<file path="config.mk">
export PLATFORM = sky130hd
export DESIGN_NAME = sas_sequencer
export DESIGN_NICKNAME = d
export VERILOG_FILES = /design/src/logic/sas_pkg.sv /design/src/logic/sas_sar_core.sv /design/src/logic/sas_sequencer.sv
export SDC_FILE = /design/constraint.sdc
export NUM_CORES = 1
export LEC_CHECK = 0
export BUFFER_PORTS_ARGS = -buffer_cell sky130_fd_sc_hd__buf_2
export CAP_MARGIN = 30
export CORE_ASPECT_RATIO = 1.5
export CORE_MARGIN = 4
export CORE_UTILIZATION = 47
export DETAILED_ROUTE_END_ITERATION = 12
export PLACE_DENSITY = 0.66
export SYNTH_ARGS = -nofsm -noshare
export SYNTH_HDL_FRONTEND = slang
export SYNTH_SLANG_ARGS = --single-unit
</file>
<file path="constraint.sdc">
create_clock -name clk_in -period 3.15 [get_ports clk_in]
set_clock_uncertainty 0.15 [all_clocks]
set_input_delay 0.63 -clock clk_in [delete_from_list [all_inputs] [get_ports clk_in]]
set_output_delay 0.63 -clock clk_in [all_outputs]
set_load 0.01 [all_outputs]
</file>
<file path="src/logic/sas_pkg.sv">
// Constants, types and decode functions for the converter sequencer.
// ---------------------------------------------------------------------------
// Function
// - 10-bit successive approximation, single or scan modes.
// - Single mode start converts one selected channel.
// - Result goes to the converted channel's register.
// - Single end sets flag, interrupt if enabled.
// - Start reads 1 during conversion, then self-clears.
// - Scan starts at group's first channel, in order.
// - Scan stores each channel result when done.
// - Last channel sets flag, interrupt, restarts group.
// - Scan repeats while start is 1; software stops.
// - Start delay 6-9 slow, 4-5 fast states.
// - Sampling lasts 31 slow or 15 fast states.
// - First conversion 131-134 slow, 69-70 fast states.
// - Later scan conversions 128 slow, 66 fast states.
// - Trigger pin accepted only with trigger enable set.
// - Falling trigger edge sets start and converts.
// - Triggered conversion behaves like software start.
// - Mode bit 0 single; time bit 0 slow.
// - Channel field: one channel, or group from zero.
// ---------------------------------------------------------------------------
package sas_pkg;

  // Widths of the datapath and of the register port.
  localparam int RES_W = 10;
  localparam int NCH = 4;
  localparam int CH_W = 2;
  localparam int ADDR_W = 4;
  localparam int DATA_W = 16;
  localparam int CNT_W = 8;

  // Register offsets; data registers follow at OFS_DATA0 plus channel.
  localparam logic [3:0] OFS_CSR = 4'h0;
  localparam logic [3:0] OFS_AUX = 4'h1;
  localparam logic [3:0] OFS_DATA0 = 4'h2;

  // Control and status register fields and reset value.
  localparam int CSR_FLAG = 7;
  localparam int CSR_IE = 6;
  localparam int CSR_START = 5;
  localparam int CSR_SCAN = 4;
  localparam int CSR_CKS = 3;
  localparam int CSR_CH_LSB = 0;
  localparam logic [7:0] CSR_RESET = 8'h00;

  // Auxiliary control register fields, stored bits and fixed ones.
  localparam int AUX_TRG = 7;
  localparam logic [7:0] AUX_RW_MASK = 8'h8D;
  localparam logic [7:0] AUX_ONES = 8'h72;
  localparam logic [7:0] AUX_RESET = 8'h00;

  // One state is one system clock period.
  localparam int CLK_NS = 10;
  localparam int STATE_NS = 10;

  // Converts a count of states to whole clock cycles, rounded up.
  function automatic int sas_cyc(input int states);
    return (states * STATE_NS + CLK_NS - 1) / CLK_NS;
  endfunction : sas_cyc

  // Timing figures in states; index S is slow, F is fast selection.
  localparam int DLY_MIN_S_ST = 6;
  localparam int DLY_MAX_S_ST = 9;
  localparam int DLY_MIN_F_ST = 4;
  localparam int DLY_MAX_F_ST = 5;
  localparam int SPL_S_ST = 31;
  localparam int SPL_F_ST = 15;
  localparam int TOT_MIN_S_ST = 131;
  localparam int TOT_MAX_S_ST = 134;
  localparam int TOT_MIN_F_ST = 69;
  localparam int TOT_MAX_F_ST = 70;
  localparam int SCAN_S_ST = 128;
  localparam int SCAN_F_ST = 66;
  localparam int BIT_S_ST = 9;
  localparam int BIT_F_ST = 5;

  // Timing figures in clock cycles.
  localparam int DLY_MIN_S = sas_cyc(DLY_MIN_S_ST);
  localparam int DLY_MIN_F = sas_cyc(DLY_MIN_F_ST);
  localparam int SPL_S = sas_cyc(SPL_S_ST);
  localparam int SPL_F = sas_cyc(SPL_F_ST);
  localparam int TOT_MIN_S = sas_cyc(TOT_MIN_S_ST);
  localparam int TOT_MAX_S = sas_cyc(TOT_MAX_S_ST);
  localparam int TOT_MIN_F = sas_cyc(TOT_MIN_F_ST);
  localparam int TOT_MAX_F = sas_cyc(TOT_MAX_F_ST);
  localparam int SCAN_S = sas_cyc(SCAN_S_ST);
  localparam int SCAN_F = sas_cyc(SCAN_F_ST);
  localparam int BIT_S = sas_cyc(BIT_S_ST);
  localparam int BIT_F = sas_cyc(BIT_F_ST);
  localparam int DLY_SPAN_S = sas_cyc(DLY_MAX_S_ST) - DLY_MIN_S;
  localparam int DLY_SPAN_F = sas_cyc(DLY_MAX_F_ST) - DLY_MIN_F;
  localparam int CONV_S = TOT_MAX_S - sas_cyc(DLY_MAX_S_ST) - SPL_S;
  localparam int CONV_F = TOT_MAX_F - sas_cyc(DLY_MAX_F_ST) - SPL_F;
  localparam int GAP_S = SCAN_S - SPL_S - CONV_S;
  localparam int GAP_F = SCAN_F - SPL_F - CONV_F;

  // Sequencer states, one-hot.
  typedef enum logic [4:0] {
    ST_IDLE = 5'h01,
    ST_DELAY = 5'h02,
    ST_SAMPLE = 5'h04,
    ST_CONV = 5'h08,
    ST_GAP = 5'h10
  } sas_state_t;

  // One request on the register port.
  typedef struct packed {
    logic [ADDR_W-1:0] addr;
    logic [DATA_W-1:0] wdata;
    logic wr;
    logic rd;
  } sas_bus_req_t;

  // First channel converted after a start or a group restart.
  function automatic logic [CH_W-1:0] sas_first_chan(input logic scan,
                                                     input logic [2:0] ch);
    return scan ? 2'h0 : ch[CH_W-1:0];
  endfunction : sas_first_chan

endpackage : sas_pkg

</file>
<file path="src/logic/sas_sar_core.sv">
// Successive approximation engine that resolves one result bit per step.
`timescale 1ns/1ps
module sas_sar_core (
  // Clock and reset.
  input wire logic clk_in,
  input wire logic nrst_in,
  // Control from the sequencer.
  input wire logic start_in,
  input wire logic [sas_pkg::CNT_W-1:0] step_len_in,
  input wire logic comp_in,
  // Trial code and final result.
  output logic [sas_pkg::RES_W-1:0] trial_out,
  output logic [sas_pkg::RES_W-1:0] result_out,
  output logic done_out
);

  logic [sas_pkg::RES_W-1:0] trial_q;
  logic [sas_pkg::RES_W-1:0] mask_q;
  logic [sas_pkg::CNT_W-1:0] step_q;
  logic busy_q;
  logic decide;
  logic [sas_pkg::RES_W-1:0] kept;

  // A step ends when its counter runs out; the comparator then decides.
  assign decide = busy_q && (step_q == 8'h00);
  assign kept = comp_in ? trial_q : (trial_q & ~mask_q);
  assign result_out = kept;
  assign done_out = decide && mask_q[0];
  assign trial_out = trial_q;

  // Tries each bit from the top, keeping it while the input is not below.
  always_ff @(posedge clk_in or negedge nrst_in) begin
    if (!nrst_in) begin
      trial_q <= 10'h000;
      mask_q <= 10'h000;
      step_q <= 8'h00;
      busy_q <= 1'b0;
    end else if (start_in) begin
      trial_q <= 10'h200;
      mask_q <= 10'h200;
      step_q <= step_len_in - 8'h01;
      busy_q <= 1'b1;
    end else if (decide) begin
      trial_q <= kept | (mask_q >> 1);
      mask_q <= mask_q >> 1;
      step_q <= step_len_in - 8'h01;
      busy_q <= !mask_q[0];
    end else if (busy_q) begin
      step_q <= step_q - 8'h01;
    end
  end

endmodule : sas_sar_core

</file>
<file path="src/logic/sas_sequencer.sv">
// Top of the converter sequencer: registers, trigger, timing and storage.
//
// Local design decisions: the address map and the strobed register port.
`timescale 1ns/1ps
module sas_sequencer (
  // Clock and reset.
  input wire logic clk_in,
  input wire logic nrst_in,
  // Register port.
  input wire sas_pkg::sas_bus_req_t bus_in,
  output logic [sas_pkg::DATA_W-1:0] rdata_out,
  // External trigger pin, active low.
  input wire logic ext_trigger_pin_n_in,
  // Analog front end.
  input wire logic comp_in,
  output logic sample_out,
  output logic [sas_pkg::CH_W-1:0] chan_out,
  output logic [sas_pkg::RES_W-1:0] dac_out,
  // Conversion end interrupt request.
  output logic conv_end_irq_out
);

  // -------------------------------------------------------------------------
  // Register state
  // -------------------------------------------------------------------------
  logic conv_end_flag_q;
  logic conv_end_flag_d;
  logic flag_seen_q;
  logic flag_seen_d;
  logic conv_end_irq_enable_q;
  logic conv_start_bit_q;
  logic conv_start_bit_d;
  logic scan_mode_q;
  logic conv_time_select_q;
  logic [2:0] chan_sel_q;
  logic ext_trigger_enable_q;
  logic [7:0] aux_store_q;
  logic [sas_pkg::RES_W-1:0] data_q [sas_pkg::NCH];
  logic [sas_pkg::DATA_W-1:0] rdata_q;
  logic irq_q;

  // -------------------------------------------------------------------------
  // Sequencer state
  // -------------------------------------------------------------------------
  sas_pkg::sas_state_t state_q;
  sas_pkg::sas_state_t state_d;
  logic [sas_pkg::CNT_W-1:0] cnt_q;
  logic [sas_pkg::CNT_W-1:0] cnt_d;
  logic [sas_pkg::CH_W-1:0] cur_ch_q;
  logic [sas_pkg::CH_W-1:0] cur_ch_d;
  logic [1:0] phase_q;
  logic sample_q;
  logic [2:0] trg_sync_q;
  logic trg_lvl_q;
  logic trg_lvl_prev_q;
  logic [2:0] comp_sync_q;
  logic comp_lvl_q;

  // -------------------------------------------------------------------------
  // Register port decode
  // -------------------------------------------------------------------------
  logic csr_wr;
  logic csr_rd;
  logic aux_wr;
  logic [7:0] csr_rd_val;
  logic [7:0] aux_rd_val;
  logic [sas_pkg::DATA_W-1:0] rd_mux;
  logic [3:0] data_idx;
  logic data_hit;

  assign csr_wr = bus_in.wr && (bus_in.addr == sas_pkg::OFS_CSR);
  assign csr_rd = bus_in.rd && (bus_in.addr == sas_pkg::OFS_CSR);
  assign aux_wr = bus_in.wr && (bus_in.addr == sas_pkg::OFS_AUX);
  assign data_idx = bus_in.addr - sas_pkg::OFS_DATA0;
  assign data_hit = (bus_in.addr >= sas_pkg::OFS_DATA0) &&
                    (data_idx < 4'(sas_pkg::NCH));
  assign csr_rd_val = {conv_end_flag_q, conv_end_irq_enable_q,
                       conv_start_bit_q, scan_mode_q, conv_time_select_q,
                       chan_sel_q};
  assign aux_rd_val = aux_store_q | sas_pkg::AUX_ONES;

  // Read data selection; unmapped offsets read as zero.
  assign rd_mux = csr_rd ? {8'h00, csr_rd_val} :
                  (bus_in.addr == sas_pkg::OFS_AUX) ? {8'h00, aux_rd_val} :
                  data_hit ? {6'h00, data_q[data_idx[sas_pkg::CH_W-1:0]]} :
                  16'h0000;

  // -------------------------------------------------------------------------
  // Timing selection
  // -------------------------------------------------------------------------
  logic fast;
  logic [sas_pkg::CNT_W-1:0] dly_load;
  logic [sas_pkg::CNT_W-1:0] spl_len;
  logic [sas_pkg::CNT_W-1:0] conv_len;
  logic [sas_pkg::CNT_W-1:0] gap_len;
  logic [sas_pkg::CNT_W-1:0] bit_len;
  logic [sas_pkg::CNT_W-1:0] core_go_cnt;

  // The time select bit picks the slow or the fast set of figures.
  assign fast = conv_time_select_q;
  // The write phase against the free divider stretches the start delay.
  assign dly_load = fast ?
    8'(sas_pkg::DLY_MIN_F - 2) + (8'(phase_q) & 8'(sas_pkg::DLY_SPAN_F)) :
    8'(sas_pkg::DLY_MIN_S - 2) + (8'(phase_q) & 8'(sas_pkg::DLY_SPAN_S));
  assign spl_len = fast ? 8'(sas_pkg::SPL_F) : 8'(sas_pkg::SPL_S);
  assign conv_len = fast ? 8'(sas_pkg::CONV_F) : 8'(sas_pkg::CONV_S);
  assign gap_len = fast ? 8'(sas_pkg::GAP_F) : 8'(sas_pkg::GAP_S);
  assign bit_len = fast ? 8'(sas_pkg::BIT_F) : 8'(sas_pkg::BIT_S);
  assign core_go_cnt = 8'(10) * bit_len;

  // -------------------------------------------------------------------------
  // Trigger and sequencing events
  // -------------------------------------------------------------------------
  logic trig_fall;
  logic trig_start;
  logic conv_end;
  logic grp_last;
  logic abort;
  logic core_go;
  logic core_done;
  logic [sas_pkg::RES_W-1:0] core_result;
  logic [sas_pkg::RES_W-1:0] core_trial;

  assign trig_fall = trg_lvl_prev_q && !trg_lvl_q;
  assign trig_start = trig_fall && ext_trigger_enable_q;
  // Leaving the start bit low stops any conversion in progress.
  assign abort = !conv_start_bit_q && (state_q != sas_pkg::ST_IDLE);
  assign conv_end = (state_q == sas_pkg::ST_CONV) && (cnt_q == 8'h00) &&
                    !abort;
  // The group ends at the coded channel in either mode.
  assign grp_last = (cur_ch_q == chan_sel_q[sas_pkg::CH_W-1:0]);
  // The engine starts so that its last decision falls on conv_end.
  assign core_go = ((state_q == sas_pkg::ST_SAMPLE) && (cnt_q == 8'h00) &&
                    (core_go_cnt == conv_len)) ||
                   ((state_q == sas_pkg::ST_CONV) && (cnt_q == core_go_cnt));

  // Software writes, trigger sets, single-mode end clears the start bit.
  assign conv_start_bit_d =
    trig_start ? 1'b1 :
    csr_wr ? bus_in.wdata[sas_pkg::CSR_START] :
    (conv_end && !scan_mode_q) ? 1'b0 :
    conv_start_bit_q;

  // The flag sets at group end; the set wins over a clear.
  assign conv_end_flag_d = (conv_end && grp_last) ||
    (conv_end_flag_q && !(csr_wr && !bus_in.wdata[sas_pkg::CSR_FLAG] &&
                          flag_seen_q));
  assign flag_seen_d = (conv_end && grp_last) ? 1'b0 :
                       (csr_wr && flag_seen_q) ? 1'b0 :
                       (csr_rd && conv_end_flag_q) ? 1'b1 : flag_seen_q;

  // Next state and counter of the sequencer.
  always_comb begin
    state_d = state_q;
    cnt_d = (cnt_q == 8'h00) ? 8'h00 : cnt_q - 8'h01;
    cur_ch_d = cur_ch_q;
    if (abort) begin
      state_d = sas_pkg::ST_IDLE;
    end else begin
      case (state_q)
        sas_pkg::ST_IDLE: begin
          if (conv_start_bit_q) begin
            state_d = sas_pkg::ST_DELAY;
            cnt_d = dly_load;
            cur_ch_d = sas_pkg::sas_first_chan(scan_mode_q, chan_sel_q);
          end
        end
        sas_pkg::ST_DELAY: begin
          if (cnt_q == 8'h00) begin
            state_d = sas_pkg::ST_SAMPLE;
            cnt_d = spl_len - 8'h01;
          end
        end
        sas_pkg::ST_SAMPLE: begin
          if (cnt_q == 8'h00) begin
            state_d = sas_pkg::ST_CONV;
            cnt_d = conv_len - 8'h01;
          end
        end
        sas_pkg::ST_CONV: begin
          if (cnt_q == 8'h00) begin
            if (scan_mode_q) begin
              state_d = sas_pkg::ST_GAP;
              cnt_d = gap_len - 8'h01;
              cur_ch_d = grp_last ? 2'h0 : cur_ch_q + 2'h1;
            end else begin
              state_d = sas_pkg::ST_IDLE;
            end
          end
        end
        sas_pkg::ST_GAP: begin
          if (cnt_q == 8'h00) begin
            state_d = sas_pkg::ST_SAMPLE;
            cnt_d = spl_len - 8'h01;
          end
        end
        default: begin
          state_d = sas_pkg::ST_IDLE;
        end
      endcase
    end
  end

  // -------------------------------------------------------------------------
  // Synchronisers for the trigger pin and the comparator
  // -------------------------------------------------------------------------
  // A level counts once the second and third stages agree.
  always_ff @(posedge clk_in or negedge nrst_in) begin
    if (!nrst_in) begin
      trg_sync_q <= 3'h7;
      trg_lvl_q <= 1'b1;
      trg_lvl_prev_q <= 1'b1;
      comp_sync_q <= 3'h0;
      comp_lvl_q <= 1'b0;
    end else begin
      trg_sync_q <= {trg_sync_q[1:0], ext_trigger_pin_n_in};
      if (trg_sync_q[1] == trg_sync_q[2]) begin
        trg_lvl_q <= trg_sync_q[2];
      end
      trg_lvl_prev_q <= trg_lvl_q;
      comp_sync_q <= {comp_sync_q[1:0], comp_in};
      if (comp_sync_q[1] == comp_sync_q[2]) begin
        comp_lvl_q <= comp_sync_q[2];
      end
    end
  end

  // -------------------------------------------------------------------------
  // Registers
  // -------------------------------------------------------------------------
  // Control fields written by software; status flags by hardware.
  always_ff @(posedge clk_in or negedge nrst_in) begin
    if (!nrst_in) begin
      conv_end_flag_q <= sas_pkg::CSR_RESET[sas_pkg::CSR_FLAG];
      flag_seen_q <= 1'b0;
      conv_end_irq_enable_q <= sas_pkg::CSR_RESET[sas_pkg::CSR_IE];
      conv_start_bit_q <= sas_pkg::CSR_RESET[sas_pkg::CSR_START];
      scan_mode_q <= sas_pkg::CSR_RESET[sas_pkg::CSR_SCAN];
      conv_time_select_q <= sas_pkg::CSR_RESET[sas_pkg::CSR_CKS];
      chan_sel_q <= sas_pkg::CSR_RESET[2:0];
      aux_store_q <= sas_pkg::AUX_RESET;
    end else begin
      conv_end_flag_q <= conv_end_flag_d;
      flag_seen_q <= flag_seen_d;
      conv_start_bit_q <= conv_start_bit_d;
      if (csr_wr) begin
        conv_end_irq_enable_q <= bus_in.wdata[sas_pkg::CSR_IE];
        scan_mode_q <= bus_in.wdata[sas_pkg::CSR_SCAN];
        conv_time_select_q <= bus_in.wdata[sas_pkg::CSR_CKS];
        chan_sel_q <= bus_in.wdata[sas_pkg::CSR_CH_LSB +: 3];
      end
      if (aux_wr) begin
        aux_store_q <= bus_in.wdata[7:0] & sas_pkg::AUX_RW_MASK;
      end
    end
  end

  assign ext_trigger_enable_q = aux_store_q[sas_pkg::AUX_TRG];

  // Each channel's data register loads at the end of its conversion.
  for (genvar g = 0; g < sas_pkg::NCH; g++) begin : g_data
    always_ff @(posedge clk_in or negedge nrst_in) begin
      if (!nrst_in) begin
        data_q[g] <= 10'h000;
      end else if (conv_end && (cur_ch_q == 2'(g))) begin
        data_q[g] <= core_result;
      end
    end
  end

  // Sequencer, divider phase, outputs and read data.
  always_ff @(posedge clk_in or negedge nrst_in) begin
    if (!nrst_in) begin
      state_q <= sas_pkg::ST_IDLE;
      cnt_q <= 8'h00;
      cur_ch_q <= 2'h0;
      phase_q <= 2'h0;
      sample_q <= 1'b0;
      rdata_q <= 16'h0000;
      irq_q <= 1'b0;
    end else begin
      state_q <= state_d;
      cnt_q <= cnt_d;
      cur_ch_q <= cur_ch_d;
      phase_q <= phase_q + 2'h1;
      sample_q <= (state_d == sas_pkg::ST_SAMPLE);
      rdata_q <= bus_in.rd ? rd_mux : 16'h0000;
      irq_q <= conv_end_flag_d && conv_end_irq_enable_q;
    end
  end

  sas_sar_core u_core (
    .clk_in(clk_in),
    .nrst_in(nrst_in),
    .start_in(core_go),
    .step_len_in(bit_len),
    .comp_in(comp_lvl_q),
    .trial_out(core_trial),
    .result_out(core_result),
    .done_out(core_done)
  );

  assign rdata_out = rdata_q;
  assign sample_out = sample_q;
  assign chan_out = cur_ch_q;
  assign dac_out = core_trial;
  assign conv_end_irq_out = irq_q;

  logic [sas_pkg::CNT_W-1:0] len_q;
  logic [sas_pkg::CNT_W-1:0] spl_cnt_q;
  logic first_q;
  logic [sas_pkg::CNT_W-1:0] exp_min;
  logic [sas_pkg::CNT_W-1:0] exp_max;
  logic [sas_pkg::CNT_W-1:0] exp_scan;

  assign exp_min = fast ? 8'(sas_pkg::TOT_MIN_F) : 8'(sas_pkg::TOT_MIN_S);
  assign exp_max = fast ? 8'(sas_pkg::TOT_MAX_F) : 8'(sas_pkg::TOT_MAX_S);
  assign exp_scan = fast ? 8'(sas_pkg::SCAN_F) : 8'(sas_pkg::SCAN_S);

  // Cycle count of the running conversion and of the sampling window.
  always_ff @(posedge clk_in or negedge nrst_in) begin
    if (!nrst_in) begin
      len_q <= 8'h01;
      spl_cnt_q <= 8'h00;
      first_q <= 1'b0;
    end else begin
      len_q <= (state_q == sas_pkg::ST_IDLE) ? 8'h02 :
               conv_end ? 8'h01 : len_q + 8'h01;
      spl_cnt_q <= sample_q ? spl_cnt_q + 8'h01 : 8'h00;
      first_q <= (state_q == sas_pkg::ST_IDLE) ? 1'b1 :
                 conv_end ? 1'b0 : first_q;
    end
  end
endmodule : sas_sequencer

</file>
==> run summary <==
- FF-to-FF path depth: 7
- maximum ir drop on the vdd rail: 0.3222 mV
- clock transition at the registers of the reported paths: 0.06 ns
- final hold violation count: 0
- height of the die: 141.7 um
- slew at the pin with the worst max-slew slack: 0.9025 ns
- post-cts hold buffer count: 0
- Worst Hold Slack: 0.008120 ns
- number of violations reported at the end of detailed-routing iteration 0: 272
- met2 usage: 0.3297
- per-instance average area after synthesis: 10.30 um2
- NumNets Final: 625
- headroom to the max-slew limit: 0.3920
- Critical Path Start Type: register
- Hold Crit Class: in -> async
- detailed-route wire length: 12,580 um
- ports placed on the boundary: 56
- layout overhead on the synthesized area: 16.82%
- count of distinct cell types in the synthesized netlist: 65
- maximum number of pins on one net before global-route repair: 62
- time the worst path needs with I/O delays and setup: 2.878 ns
- final weighted congestion in routability-driven placement: 0.8398
- number of warnings printed during yosys synthesis: 0
- number of vias in the routed layout: 4,130
- post-CTS setup repair buffer count: 0
- met1 Track Usage GR: 0.2362
- beginning of the worst register-to-register path: cnt_q[0]
- CTS tree: yes
- number of setup violations in the final report: 0
- via-per-instance ratio: 5.492
- count of flip-flops with a built-in enable after synthesis: 0
- predominant post-synthesis flop cell: sky130_fd_sc_hd__dfrtp_1
- Placed Instance Area: 5962 um2
- number of DRC violations after detailed routing: 0
- largest cells by area after synthesis: sky130_fd_sc_hd__dfrtp_1, sky130_fd_sc_hd__o21ai_0, sky130_fd_sc_hd__nand2_1
- Max Transition Viols Final: 0
- routing layer with the top usage in global route: met2
- GRT Residual Overflow: 0
- critical path start-end classification: reg -> reg
- Synth Instances: 544
- initial core utilization: 0.4834
- maximum clock frequency: 347.4 MHz
- post-synth top area share: 0.5092
- unrepaired setup endpoints after global routing: no
- largest area contributor in the netlist: sky130_fd_sc_hd__dfrtp_1
- number of antenna violations at the first check in global routing: 0
- all-layer global routing usage: 0.1937
- worst reg2reg path endpoint: u_core.step_q[3]
- Critical Path AT: 3.00 ns
- number of diodes added for antenna fixing: 0
- total core area: 11,590 um2
- total clock buffers created by CTS: 17
- number of rows in the core area: 48
- average wire per cell in the routed design: 16.72 um
- sum of negative setup slack: 0 ns
- global-route wire length before repair: 21,290 um
- proportion of synthesized chip area in sequential cells: 0.5373
- clock insertion delay at the later pin of the skew report: 0.41 ns
- number of I/O port buffers: 41
- post-route cell area: 6545 um2
- count of nets left with antenna violations after detail routing: 0
- CTS root buffer: sky130_fd_sc_hd__clkbuf_16
- required time of the critical path: 3.27 ns
- count of cells resized by post-cts repair: 0
- met3 Resource Use GR: 0.04722
- max-capacitance violation count: 0
- run status: finished, final reports clean
- clock sink total: 120
- final worst-path cycle share: 0.9138
- number of global-route vias before repair: 4,261
- area of the die: 13,770 um2
- worst setup slack for register-to-register paths: 0.27 ns
- netlist area before placement: 5603 um2
- Crit Path Max Fanout: 20
- count leader, synth: sky130_fd_sc_hd__dfrtp_1
- Cell Count, Final, Fillers Out: 752
- HPWL reported at the end of detailed placement: 8662 um
- fraction of layout instances using a drive strength above 1: 0.1860
- TritonRoute pass-1 iters: 5
- largest buffer count on any clock path: 2
- die span in x: 97.15 um
- fraction of registers with async set/reset: 1.000
- kind of capture point of the worst setup path: register
- Power Dens Cells: 734.7 nW/um2
- H-tree levels: 4
- overall power after layout: 0.004808 W
- top cells by count, synth: sky130_fd_sc_hd__dfrtp_1, sky130_fd_sc_hd__nand2_1, sky130_fd_sc_hd__o21ai_0, sky130_fd_sc_hd__nor2_1
- placed cells: 720
- flop and latch count out of synthesis: 120
- Leak: 2.977 nW
[power breakdown]
| group | internal [W] | total, W | switching (W) |
|---|---|---|---|
| clock | 0.00126 | 0.00191 | 0.000656 |
| combinational | 0.000422 | 0.000983 | 0.000561 |
| sequential | 0.00170 | 0.00191 | 0.000212 |
[registers in the layout, indices dropped and copies added, names as in the netlist, 2 cells and up]
name,flops
data_q,40
rdata_out,10
u_core.mask_q,10
u_core.trial_out,10
cnt_q,8
u_core.step_q,8
state_q,5
aux_store_q,4
chan_sel_q,3
comp_sync_q,3
trg_sync_q,3
chan_out,2
phase_q,2
[critical path, stage by stage (launching register included)]
cell                       delay [ns]
sky130_fd_sc_hd__dfrtp_1         0.37
sky130_fd_sc_hd__inv_1           0.15
sky130_fd_sc_hd__ha_1            0.20
sky130_fd_sc_hd__or4b_1          0.47
sky130_fd_sc_hd__or4_4           0.59
sky130_fd_sc_hd__o32ai_4         0.36
sky130_fd_sc_hd__nand2b_1        0.31
sky130_fd_sc_hd__a21oi_1         0.11
[cells by family after synthesis]
family / count (synthesis) / share of synthesized area
adder cells (fa/ha/maj): 12 / 0.02590
buffers and inverters: 54 / 0.04221
XOR/XNOR: 14 / 0.02189
AND/OR/NAND/NOR: 191 / 0.1664
other: 1 / 0.0006693
AO/OA/AOI/OAI: 131 / 0.1436
multiplexers: 21 / 0.06208
flip-flops: 120 / 0.5373
[per-stage QoR]
stage,setup slack (ns),util
finish,0.2716,0.5647
global route,0.1341,0.5647
CTS,0.2776,0.5647
detailed placement,0.2986,0.5144
global placement,0.3809,0.5144
floorplan,0.6150,-
[routing by layer]
layer,share of wire,wire [um]
met1,0.41,5166
met2,0.53,6698
met3,0.032,407
met4,0.024,304
met5,0,0
[worst max-delay path by stage]
stage,from,end,slack (ns),cells past startpoint
floorplan,cnt_q[0],chan_out[1],0.61,8
global placement,cnt_q[0],u_core.step_q[3],0.38,7
detailed placement,cnt_q[0],u_core.step_q[3],0.30,7
CTS,cnt_q[0],u_core.step_q[3],0.28,7
global route,cnt_q[0],u_core.step_q[3],0.13,7
finish,cnt_q[0],u_core.step_q[3],0.27,7
[cells in the final DEF (no fill, tap or decap), types with 5 or more instances in the layout]
| master | Yosys | final |
|---|---|---|
| sky130_fd_sc_hd__clkbuf_1 | 19 | 5 |
| sky130_fd_sc_hd__buf_2 | 3 | 40 |
| sky130_fd_sc_hd__nand2_1 | 86 | 86 |
| sky130_fd_sc_hd__dfrtp_1 | 114 | 114 |
| sky130_fd_sc_hd__inv_1 | 23 | 23 |
| sky130_fd_sc_hd__mux4_2 | 10 | 10 |
| sky130_fd_sc_hd__nor3_1 | 11 | 11 |
| sky130_fd_sc_hd__nand3_1 | 14 | 14 |
| sky130_fd_sc_hd__xor2_1 | 6 | 6 |
| sky130_fd_sc_hd__nand3b_1 | 10 | 10 |
| sky130_fd_sc_hd__xnor2_1 | 8 | 8 |
| sky130_fd_sc_hd__conb_1 | 1 | 6 |
| sky130_fd_sc_hd__a31oi_1 | 11 | 11 |
| sky130_fd_sc_hd__nor2b_1 | 6 | 6 |
| sky130_fd_sc_hd__o21ai_0 | 67 | 67 |
| sky130_fd_sc_hd__nor2_1 | 32 | 32 |
| sky130_fd_sc_hd__dfstp_2 | 6 | 6 |
| sky130_fd_sc_hd__clkbuf_16 | 0 | 17 |
| sky130_fd_sc_hd__a21oi_1 | 23 | 23 |
| sky130_fd_sc_hd__ha_1 | 10 | 10 |
| sky130_fd_sc_hd__buf_4 | 6 | 11 |
| sky130_fd_sc_hd__mux2_2 | 10 | 10 |
[final cells by class]
type                    count  area (um2)
flip-flops and latches    120        3010
repair buffers             52       302.8
clock inverters             9       125.1
inverters                  23       86.33
clock buffers              23       457.9
well taps                 150       187.7
multi-input cells         375        2375
fillers                  1001        5046
Power figures use the tool's default switching activity.
